### config.mk
export PLATFORM = sky130hd
export DESIGN_NAME = status_condition_port
export DESIGN_NICKNAME = d
export VERILOG_FILES = /design/src/verilog/status_condition_port.v
export VERILOG_INCLUDE_DIRS = /design/src /design/src/include
export SDC_FILE = /design/constraint.sdc
export NUM_CORES = 1
export LEC_CHECK = 0
export ABC_AREA = 0
export BUFFER_PORTS_ARGS = -buffer_cell sky130_fd_sc_hd__buf_4
export CAP_MARGIN = 10
export CELL_PAD_IN_SITES_DETAIL_PLACEMENT = 1
export CELL_PAD_IN_SITES_GLOBAL_PLACEMENT = 2
export CORE_AREA = 2 2 141 143
export DETAILED_ROUTE_END_ITERATION = 7
export DIE_AREA = 0 0 143 145
export PLACE_DENSITY = 0.85
export SETUP_SLACK_MARGIN = 0.3
export SLEW_MARGIN = 20
export SYNTH_ARGS = -nofsm -noshare
export SYNTH_HDL_FRONTEND = slang
export SYNTH_SLANG_ARGS = --single-unit
### constraint.sdc
create_clock -name clk -period 1.6 [get_ports clk]
set_clock_uncertainty 0.15 [all_clocks]
set_input_delay 0.24 -clock clk [delete_from_list [all_inputs] [get_ports clk]]
set_output_delay 0.24 -clock clk [all_outputs]
set_load 0.05 [all_outputs]
### src/include/status_port_consts.vh
// How it works
// RULE1 - each port pin has a direction bit, 0 input, 1 output, cleared to input at reset
// RULE2 - each port pin has a sense bit, 0 level, 1 falling edge, reset to level
// RULE3 - port pins are sampled every instruction-cycle clock rising edge into the input latch
// RULE4 - outside source holds a new input level at least one full instruction cycle
// RULE5 - edge-sensing pin latch bit sets on falling edge and holds until tested
// RULE6 - port data sits in the low 8 bits; upper bits read undefined (here zero)
// RULE7 - direction and sense bits 15:8 are reserved; writes ignored, reads undefined (zero)
// RULE8 - condition evaluator offers true and inverted tests for each of eight port bits
// RULE9 - mode register resets to 004c; bit 15 enables interrupts, default off
// RULE10 - mode bit 14 set by trigger or software, cleared by hardware on acknowledge
// RULE11 - mode bits 13,12 pick bit reverse; bits 11 to 8 pick modulo per pointer
// RULE12 - mode bit 7 picks rounding: 0 convergent at reset, 1 two's complement
// RULE13 - with clipping on, clip at 32-bit overflow if wide bit 0, 40-bit if 1
// RULE14 - fractional mode shifts signed product left one bit; integer mode does not shift
// RULE15 - two mode bits mark right and left operands signed (reset) or unsigned
// RULE16 - two wide-mode bits join high and low input registers into 32-bit operands
// RULE17 - flag register updates after each ALU operation and resets to zero
// RULE18 - flag bits 15:14 hold loop level pointer 00 to 11 selecting loop bank
// RULE19 - record carry from bits 39 and 31 (31 not on double multiply) and result bit 16
// RULE20 - normalized when bits 39:31 equal each other and differ from bit 30; ext on 32-bit overflow
// RULE21 - sticky normalized and sticky overflow flags set on event, cleared when tested
// RULE22 - less-than is sign xor overflow, less-or-equal adds zero; complements, always, never
// RULE23 - a test instruction may pick a port bit as a branch condition
// RULE24 - output pins driven from output latch; input pins left undriven
`ifndef STATUS_PORT_CONSTS_VH
`define STATUS_PORT_CONSTS_VH
`define ADDR_PIN_DIR 4'h0
`define ADDR_PIN_SENSE 4'h1
`define ADDR_MODE 4'h2
`define ADDR_FLAGS 4'h3
`define ADDR_PIN_IN 4'h4
`define ADDR_PIN_OUT 4'h5
`define MODE_RESET 16'h004c
`define MODE_EI 15
`define MODE_IRQ 14
`define FLAG_RSVD 13
`define FLAG_TST 12
`define FLAG_C31 11
`define FLAG_NQ 10
`define FLAG_CS 9
`define FLAG_PAR 8
`define FLAG_MN 7
`define FLAG_N 6
`define FLAG_EXT 5
`define FLAG_STICKY_OVERFLOW_FLAG 4
`define FLAG_OVF 3
`define FLAG_Z 2
`define FLAG_C 1
`define FLAG_S 0
`define COND_ALWAYS 5'h00
`define COND_Z 5'h01
`define COND_LT 5'h02
`define COND_LTE 5'h03
`define COND_C 5'h04
`define COND_S 5'h05
`define COND_EXT 5'h06
`define COND_OVF 5'h07
`define COND_STICKY_OVERFLOW_FLAG 5'h08
`define COND_N 5'h09
`define COND_MN 5'h0a
`define COND_PAR 5'h0b
`define COND_C31 5'h0c
`define COND_TST 5'h0d
`define COND_PORT 5'h10
`endif

### src/verilog/status_condition_port.v
// Chosen here: the address map and strobed register access.
`include "status_port_consts.vh"
module status_condition_port #(
  parameter PORT_W = 8
) (
  input wire clk, // core clock, one edge per instruction cycle
  input wire rst, // synchronous reset, active high
  input wire [3:0] reg_addr, // register address
  input wire [15:0] reg_wdata, // register write data
  input wire reg_wr, // write strobe
  input wire reg_rd, // read strobe
  output reg [15:0] reg_rdata, // read data, cycle after strobe
  input wire [PORT_W-1:0] port_in, // port pin input level
  output reg [PORT_W-1:0] port_out, // port pin drive value
  output reg [PORT_W-1:0] port_oe, // port pin output enable
  input wire irq_trigger, // interrupt trigger event pulse
  input wire irq_ack, // interrupt acknowledge pulse
  input wire alu_valid, // alu result written to accumulator
  input wire [39:0] alu_result, // last alu result
  input wire alu_carry39, // carry out of bit 39
  input wire alu_carry31, // carry out of bit 31
  input wire alu_double_precision_multiply, // result from double precision multiply
  input wire alu_ovf40, // 40-bit overflow of result
  input wire alu_tst, // test bit from bit test or shift
  input wire alu_nq_load, // division step loads next quotient
  input wire alu_nq, // next quotient complement
  input wire alu_cs_load, // compare sign load
  input wire alu_cs, // compared sign value
  input wire loop_inc, // loop level pointer increment
  input wire loop_dec, // loop level pointer decrement
  input wire cond_test, // conditional instruction tests cond_sel
  input wire [4:0] cond_sel, // condition code select
  input wire cond_inv, // select inverted condition
  output reg cond_true, // selected condition result
  output wire irq_enable, // interrupts enabled
  output wire irq_pending, // interrupt request flag
  output wire bitrev_x_ptr_1, // bit reverse on second x pointer
  output wire bitrev_x_ptr_0, // bit reverse on first x pointer
  output wire modulo_y_ptr_1, // modulo update on second y pointer
  output wire modulo_y_ptr_0, // modulo update on first y pointer
  output wire modulo_x_ptr_1, // modulo update on second x pointer
  output wire modulo_x_ptr_0, // modulo update on first x pointer
  output wire rounding_select, // 0 convergent, 1 twos complement
  output wire clip_at_40, // clip threshold is 40-bit overflow
  output wire clip_at_32, // clip threshold is 32-bit overflow
  output wire product_shift, // shift signed product left by one
  output wire right_operand_signed, // right operand signed
  output wire left_operand_signed, // left operand signed
  output wire right_wide_mode, // right pair as 32-bit operand
  output wire left_wide_mode, // left pair as 32-bit operand
  output wire [1:0] loop_level_pointer, // current loop bank
  output wire [15:0] flags_out // condition flag register value
);

  reg [PORT_W-1:0] pin_direction_reg;
  reg [PORT_W-1:0] pin_sense_reg;
  reg [PORT_W-1:0] out_latch_r;
  reg [PORT_W-1:0] sync1_r;
  reg [PORT_W-1:0] sync2_r;
  reg [PORT_W-1:0] prev_r;
  reg [PORT_W-1:0] pin_input_latch;
  reg [15:0] mode_control_reg;
  reg [15:0] condition_flags_reg;
  reg [15:0] flags_nxt;
  reg [15:0] mode_nxt;
  reg [PORT_W-1:0] port_test;
  reg cond_raw;
  wire lt;
  wire norm;
  wire ovf32;
  wire flags_wr;
  wire wide_on;

  // mode field decode toward address units and datapath
  assign irq_enable = mode_control_reg[`MODE_EI]; // RULE9
  assign irq_pending = mode_control_reg[`MODE_IRQ];
  assign bitrev_x_ptr_1 = mode_control_reg[13]; // RULE11
  assign bitrev_x_ptr_0 = mode_control_reg[12];
  assign modulo_y_ptr_1 = mode_control_reg[11];
  assign modulo_y_ptr_0 = mode_control_reg[10];
  assign modulo_x_ptr_1 = mode_control_reg[9];
  assign modulo_x_ptr_0 = mode_control_reg[8];
  assign rounding_select = mode_control_reg[7]; // RULE12
  assign wide_on = mode_control_reg[5];
  assign clip_at_40 = wide_on & mode_control_reg[6]; // RULE13
  assign clip_at_32 = wide_on & ~mode_control_reg[6]; // RULE13
  assign product_shift = ~mode_control_reg[4] & mode_control_reg[3] & mode_control_reg[2]; // RULE14
  assign right_operand_signed = mode_control_reg[3]; // RULE15
  assign left_operand_signed = mode_control_reg[2]; // RULE15
  assign right_wide_mode = mode_control_reg[1]; // RULE16
  assign left_wide_mode = mode_control_reg[0]; // RULE16
  assign loop_level_pointer = condition_flags_reg[15:14]; // RULE18
  assign flags_out = condition_flags_reg;

  // result classification
  assign norm = (&alu_result[39:31] | ~|alu_result[39:31]) & (alu_result[31] ^ alu_result[30]); // RULE20
  assign ovf32 = ~(&alu_result[39:31] | ~|alu_result[39:31]); // RULE20
  assign lt = condition_flags_reg[`FLAG_S] ^ condition_flags_reg[`FLAG_OVF]; // RULE22
  assign flags_wr = reg_wr && reg_addr == `ADDR_FLAGS;

  // condition evaluator
  always @* begin
    port_test = {PORT_W{1'b0}};
    case (cond_sel)
      `COND_ALWAYS: cond_raw = 1'b1; // RULE22
      `COND_Z: cond_raw = condition_flags_reg[`FLAG_Z];
      `COND_LT: cond_raw = lt; // RULE22
      `COND_LTE: cond_raw = lt | condition_flags_reg[`FLAG_Z]; // RULE22
      `COND_C: cond_raw = condition_flags_reg[`FLAG_C];
      `COND_S: cond_raw = condition_flags_reg[`FLAG_S];
      `COND_EXT: cond_raw = condition_flags_reg[`FLAG_EXT];
      `COND_OVF: cond_raw = condition_flags_reg[`FLAG_OVF];
      `COND_STICKY_OVERFLOW_FLAG: cond_raw = condition_flags_reg[`FLAG_STICKY_OVERFLOW_FLAG];
      `COND_N: cond_raw = condition_flags_reg[`FLAG_N];
      `COND_MN: cond_raw = condition_flags_reg[`FLAG_MN];
      `COND_PAR: cond_raw = condition_flags_reg[`FLAG_PAR];
      `COND_C31: cond_raw = condition_flags_reg[`FLAG_C31];
      `COND_TST: cond_raw = condition_flags_reg[`FLAG_TST];
      default: begin
        if (cond_sel[4] && cond_sel[3:0] < PORT_W) begin
          cond_raw = pin_input_latch[cond_sel[2:0]]; // RULE8 RULE23
          port_test[cond_sel[2:0]] = cond_test; // RULE5
        end else begin
          cond_raw = 1'b0;
        end
      end
    endcase
    cond_true = cond_raw ^ cond_inv; // RULE8 RULE22
  end

  // port: direction, sense, output latch, drive
  always @(posedge clk) begin
    if (rst) begin
      pin_direction_reg <= {PORT_W{1'b0}}; // RULE1
      pin_sense_reg <= {PORT_W{1'b0}}; // RULE2
      out_latch_r <= {PORT_W{1'b0}};
      port_out <= {PORT_W{1'b0}};
      port_oe <= {PORT_W{1'b0}};
    end else begin
      if (reg_wr && reg_addr == `ADDR_PIN_DIR) pin_direction_reg <= reg_wdata[PORT_W-1:0]; // RULE7
      if (reg_wr && reg_addr == `ADDR_PIN_SENSE) pin_sense_reg <= reg_wdata[PORT_W-1:0]; // RULE7
      if (reg_wr && reg_addr == `ADDR_PIN_OUT) out_latch_r <= reg_wdata[PORT_W-1:0]; // RULE6
      port_out <= out_latch_r & pin_direction_reg; // RULE24
      port_oe <= pin_direction_reg; // RULE24
    end
  end

  // input sampling, falling-edge capture held until tested
  genvar i;
  generate
    for (i = 0; i < PORT_W; i = i + 1) begin : g_pin
      always @(posedge clk) begin
        if (rst) begin
          sync1_r[i] <= 1'b0;
          sync2_r[i] <= 1'b0;
          prev_r[i] <= 1'b0;
          pin_input_latch[i] <= 1'b0;
        end else begin
          sync1_r[i] <= port_in[i]; // RULE3 RULE4
          sync2_r[i] <= sync1_r[i];
          prev_r[i] <= sync2_r[i];
          if (!pin_sense_reg[i]) begin
            pin_input_latch[i] <= sync2_r[i]; // RULE3
          end else if (prev_r[i] && !sync2_r[i]) begin
            pin_input_latch[i] <= 1'b1; // RULE5
          end else if (port_test[i]) begin
            pin_input_latch[i] <= 1'b0; // RULE5
          end
        end
      end
    end
  endgenerate

  // mode register next value
  always @* begin
    mode_nxt = mode_control_reg;
    if (reg_wr && reg_addr == `ADDR_MODE) mode_nxt = reg_wdata;
    if (irq_ack) mode_nxt[`MODE_IRQ] = 1'b0; // RULE10
    if (irq_trigger) mode_nxt[`MODE_IRQ] = 1'b1; // RULE10
  end

  // flag register next value
  always @* begin
    flags_nxt = condition_flags_reg;
    if (flags_wr) flags_nxt = reg_wdata;
    if (loop_inc && !loop_dec) flags_nxt[15:14] = condition_flags_reg[15:14] + 2'h1; // RULE18
    if (loop_dec && !loop_inc) flags_nxt[15:14] = condition_flags_reg[15:14] - 2'h1; // RULE18
    if (cond_test && cond_sel == `COND_MN) flags_nxt[`FLAG_MN] = 1'b0; // RULE21
    if (cond_test && cond_sel == `COND_STICKY_OVERFLOW_FLAG) flags_nxt[`FLAG_STICKY_OVERFLOW_FLAG] = 1'b0; // RULE21
    if (alu_valid) begin
      flags_nxt[`FLAG_C] = alu_carry39; // RULE17 RULE19
      if (!alu_double_precision_multiply) flags_nxt[`FLAG_C31] = alu_carry31; // RULE19
      flags_nxt[`FLAG_PAR] = alu_result[16]; // RULE19
      flags_nxt[`FLAG_S] = alu_result[39];
      flags_nxt[`FLAG_Z] = ~|alu_result;
      flags_nxt[`FLAG_N] = norm; // RULE20
      flags_nxt[`FLAG_EXT] = ovf32; // RULE20
      flags_nxt[`FLAG_OVF] = alu_ovf40;
      flags_nxt[`FLAG_TST] = alu_tst;
      if (norm) flags_nxt[`FLAG_MN] = 1'b1; // RULE21
      if (alu_ovf40) flags_nxt[`FLAG_STICKY_OVERFLOW_FLAG] = 1'b1; // RULE21
    end
    if (alu_nq_load) flags_nxt[`FLAG_NQ] = alu_nq;
    if (alu_cs_load) flags_nxt[`FLAG_CS] = alu_cs;
    flags_nxt[`FLAG_RSVD] = 1'b0;
  end

  // mode and flag registers
  always @(posedge clk) begin
    if (rst) begin
      mode_control_reg <= `MODE_RESET; // RULE9
      condition_flags_reg <= 16'h0000; // RULE17
    end else begin
      mode_control_reg <= mode_nxt;
      condition_flags_reg <= flags_nxt;
    end
  end

  // read data, one cycle after read strobe, zero otherwise
  always @(posedge clk) begin
    if (rst) begin
      reg_rdata <= 16'h0000;
    end else if (reg_rd) begin
      if (reg_addr == `ADDR_PIN_DIR) reg_rdata <= {8'h00, pin_direction_reg}; // RULE7
      else if (reg_addr == `ADDR_PIN_SENSE) reg_rdata <= {8'h00, pin_sense_reg}; // RULE7
      else if (reg_addr == `ADDR_MODE) reg_rdata <= mode_control_reg;
      else if (reg_addr == `ADDR_FLAGS) reg_rdata <= condition_flags_reg;
      else if (reg_addr == `ADDR_PIN_IN) reg_rdata <= {8'h00, pin_input_latch}; // RULE6
      else if (reg_addr == `ADDR_PIN_OUT) reg_rdata <= {8'h00, out_latch_r}; // RULE6
      else reg_rdata <= 16'h0000;
    end else begin
      reg_rdata <= 16'h0000;
    end
  end

endmodule

==> Word level (Yosys, flattened, before mapping) <==
Index checks and enable logic that the tools add are counted.
{ "totals": {"output_inout_bits": 67, "inputBits": 93, "elab_cells": 191, "regBits": 120} }
{ "op_classes": {"n_mux": 53, "reduce_logical": 44, "n_eq_ne": 26, "order_cmp": 3, "bitwise": 16, "addsub": 2} }
{ "ops": {"columns": ["op", "n"], "rows": [
  ["$mux W16", 3],
  ["$mux W8", 6],
  ["$reduce_or A40 Y1", 1],
  ["$mux W1", 36],
  ["$eq A5 B4 Y1 const B", 6],
  ["$ne A3 B1 Y1 const B", 8],
  ["$eq A5 B3 Y1 const B", 4],
  ["$logic_and A1 B1 Y1", 19],
  ["$and A8 B8 Y8", 2],
  ["$mux W15", 1],
  ["$pmux W1 S14", 1],
  ["$reduce_or A14 Y1", 1],
  ["$logic_not A1 Y1", 12],
  ["$eq A5 B2 Y1 const B", 2],
  ["$mux W9", 1],
  ["$reduce_and A9 Y1", 1],
  ["$reduce_or A9 Y1", 1],
  ["$eq A4 B2 Y1 const B", 2],
  ["$eq A4 B3 Y1 const B", 2],
  ["$mux W2", 3],
  ["$reduce_bool A2 Y1", 3],
  ["$reduce_bool A3 Y1", 2],
  ["$and A1 B1 Y1", 5],
  ["$eq A5 B1 Y1 const B", 1],
  ["other kinds (15)", 21]
]} }

==> Depth between registers and ports, before layout <==
{ "depth": {"depth_word": 10, "mapped_depth": 7, "mapped_depth_nobuf": 6} }

==> Worst setup path before layout <==
Ideal clock, no wire load.
{ "synth_path": {"path_type": "register -> output", "startpoint": "reg condition_flags_reg[12] (netlist: flags_out[12])", "endpoint": "out cond_true", "arrival_time_ns": 2.255, "required_time_ns": 1.210, "path_buffers": 0, "stages_incl_launch_ff": 6, "setup_slack_ns": -1.045, "cell_sequence": "dfxtp_1 > mux2i_1 > or3_1 > a41oi_1 > nor4_2 > xnor2_1"} }
{ "synth_between": {"elab_chain_cells": 2} }
{ "synth_lines": {"columns": ["item", "line", "rtl"], "rows": [
  ["start: declaration", "status_condition_port.v:63", "reg [15:0] condition_flags_reg;"],
  ["start signal: assignment", "status_condition_port.v:215", "condition_flags_reg <= flags_nxt;"],
  ["$pmux W1 S14", "status_condition_port.v:104", "case (cond_sel)"],
  ["$xor A1 B1 Y1", "status_condition_port.v:128", "cond_true = cond_raw ^ cond_inv;"],
  ["end: declaration", "status_condition_port.v:34", "output reg cond_true,"]
]} }
No other way between the ends.

==> Worst setup path after layout <==
{ "layout_path": {"startpoint": "reg condition_flags_reg[3] (netlist: flags_out[3])", "endpoint": "out cond_true"} }
{ "layout_between": {"elab_chain_cells": 4} }
{ "layout_lines": {"columns": ["item", "line", "rtl"], "rows": [
  ["$xor A1 B1 Y1", "status_condition_port.v:98", "assign lt = condition_flags_reg[`FLAG_S] ^ condition_flags_reg[`FLAG_OVF];"],
  ["$or A1 B1 Y1", "status_condition_port.v:108", "`COND_LTE: cond_raw = lt | condition_flags_reg[`FLAG_Z];"],
  ["$pmux W1 S14 *", "status_condition_port.v:104", null],
  ["$xor A1 B1 Y1 *", "status_condition_port.v:128", null]
]} }
Mark *: on every way between the ends. The rest lies on a longest branch, timed or not.

==> results.tsv <==
metric	value	unit
power.density	860	nW/µm²
crit_slowest_cell	dfxtp_4	
wirelength	20.3	mm
via_per_inst	4.71	
wl_per_cell	18.3	µm
dr.pass1.iters	5	
worstPathMaxFanout	3	
antenna_found_initial	0	
critPathMaxStageDelay	0.36	ns
setup_viol	1	
drtAntennaViolNets	0	
yosys_warnings	0	
critPathTopFamily	simple AND/OR/NAND/NOR gates	
hold_class	in -> reg	
die_area	20700	µm²
clk_latency	0.42	ns
synth_area_leaders	dfxtp_1 (47%), mux2i_1 (7.5%), nand2_1 (5.1%)	
drive_gt1_share	50.4	%
p_leak	3.69	nW
crit_arrival	2.04	ns
avgSynthCellArea	9.04	µm²
io_pins	160	
syn_inst	561	
path_buf_inv	2	
overflow	0	
nFillCells	2132	
fmax	411	MHz
cts_root_buffer	clkbuf_16	
ys_ff_latch	119	
worstSetupEndpointType	output pin	
grt_max_degree	96	
syn-num-nets	655	
yosysTopAreaCell	dfxtp_1	
vias	5234	
synth_cell_types	61	
core	19200	µm²
status	finished with violations	
final_cells	1111	
finalPower	0.00788	W
drv_slew	0	
layout.nets	927	
fin_crit_sh	152	%
syn_to_final_growth	80.5	%
row_count	51	
clk_pin_slew	0.06	ns
synthArstFlopShare	0	%
final_cell_mix	buf_4 (157), nand2_1 (65), buf_8 (62)	
critical_path.cell_chain	and4b_1 -> o31ai_2 -> a41oi_2 -> nor4_2 -> buf_4 -> xnor2_2 -> buf_6	
numClockSinks	119	
maxCapViolCount	0	
grt_pass1_vias	5505	
multiInputGateArea	2810	µm²
start_util	26.4	%
placed_cells	1018	
htreeDepth	4	
synthFlopType	dfxtp_1	
vdd_drop_max	0.764	mV
cts_buffers	17	
layout_commonest_cell	buf_4	
synth_top_area_share	47.0	%
hold_ws	0.0292	ns
clock_path_buffers	2	
dieHeight	145	µm
violations	negative setup slack	
synth-edff-count	0	
required	1.21	ns
critical_path_class	reg -> out	
setup_ws	-0.834	ns
finalCriticalPeriod	2.43	ns
num_antenna_cells	0	
rsz0062_at_grt	true	
drt_iter0_markers	205	
start_kind	flop	
seqCellArea	2500	µm²
netlist_area	5070	µm²
hold_viol	0	
track_usage	19.1	%
place_ws	-0.563	ns
dp.final_hpwl	13.2	mm
io_buffers	158	
gp_congestion	0.853	
die_x	143	µm
grt_pass1_wl	30.4	mm
synth.yosys.seq_area_share	47.0	%
drc	0	
cts_tree	yes	
[cell usage after synthesis (3+ instances only)]
cell type and number:
a211oi_1 4, a21oi_1 46, a311oi_1 5, and2_1 11, buf_2 5, buf_4 9
buf_6 4, clkbuf_1 18, dfxtp_1 119, inv_1 10, mux2_2 6, mux2i_1 38
nand2_1 69, nand2b_1 14, nand3_1 20, nand3b_1 3, nand4_1 4, nand4b_1 3
nor2_1 43, nor2b_1 41, nor3_1 7, nor3b_1 3, nor4_1 9, o21a_1 4
o21ai_0 16, o32ai_1 5, or3_1 4
[final timing paths]
path / from / end / slack (ns) / cells after the start
worst min-delay path: reg_wdata[14] / flags_out[14] / 0.03 / 3
worst max register to register: flags_out[5] / reg_rdata[5] / 0.18 / 5
worst min register to register: sync1_r[3] / sync2_r[3] / 0.28 / 1
worst max-delay path: flags_out[3] / cond_true / -0.83 / 7
[layer usage]
metal	track usage, %	vias up	routed length, µm
met2	33.1	112	10400
met5	0	-	0
met3	3.99	21	766
met4	4.50	0	291
met1	24.2	2598	8840
li1	-	2503	-
[tightest hold or removal path: cells and delay by family]
family	cells	cell delay (ns)
compound gates	2	0.20
buf+inv	1	0.10
[repair_timing]
| item | in CTS | in global routing |
|---|---|---|
| buffers inserted | 19 | 7 |
| setup endpoints to repair | 74 | 95 |
| pin swaps | 7 | 13 |
| gates cloned | 0 | 1 |
| hold buffers | 34 | 0 |
| gates resized for setup | 208 | 69 |
| endpoints found under the hold margin | 54 | 0 |
[per-stage QoR]
stage,util [%],instance area (µm²),setup TNS [ns]
global route,47.7,9160,-0.938
CTS,45.9,8820,-0.864
global placement,37.3,7160,-2.43
floorplan,-,5300,-0.412
detailed placement,37.3,7160,-2.64
finish,47.7,9160,-0.834
[power by group]
| part | switching (W) | internal (W) | total, W | leakage (nW) |
|---|---|---|---|---|
| clock network | 0.00152 | 0.00198 | 0.00350 | 0.253 |
| logic | 0.000636 | 0.000651 | 0.00129 | 2.43 |
| registers | 0.0000594 | 0.00303 | 0.00309 | 1.00 |
| total | 0.00221 | 0.00567 | 0.00788 | 3.69 |
[area by class of cell]
cell class	instances	share of cell area (%)
Clock buffer	18	4.69
Clock inverter	14	1.09
Inverter	10	0.410
Multi-Input combinational cell	396	30.7
Sequential cell	119	27.3
Tap cell	265	3.62
Timing Repair Buffer	289	32.2
[logic make-up (layout without fill, tap and decap cells)]
kind of cell,after synthesis,in the layout,synth area share (%)
and+or+nand+nor,245,245,25.6
other,1,1,0.0739
adders and majority gates,1,1,0.247
muxes,45,45,9.27
AOI/OAI and AO/OA,101,101,12.6
xor gates and xnor gates,3,3,0.518
DFF,119,119,47.0
buffers and inverters,46,331,4.78
(Power assumes the default switching activity.)
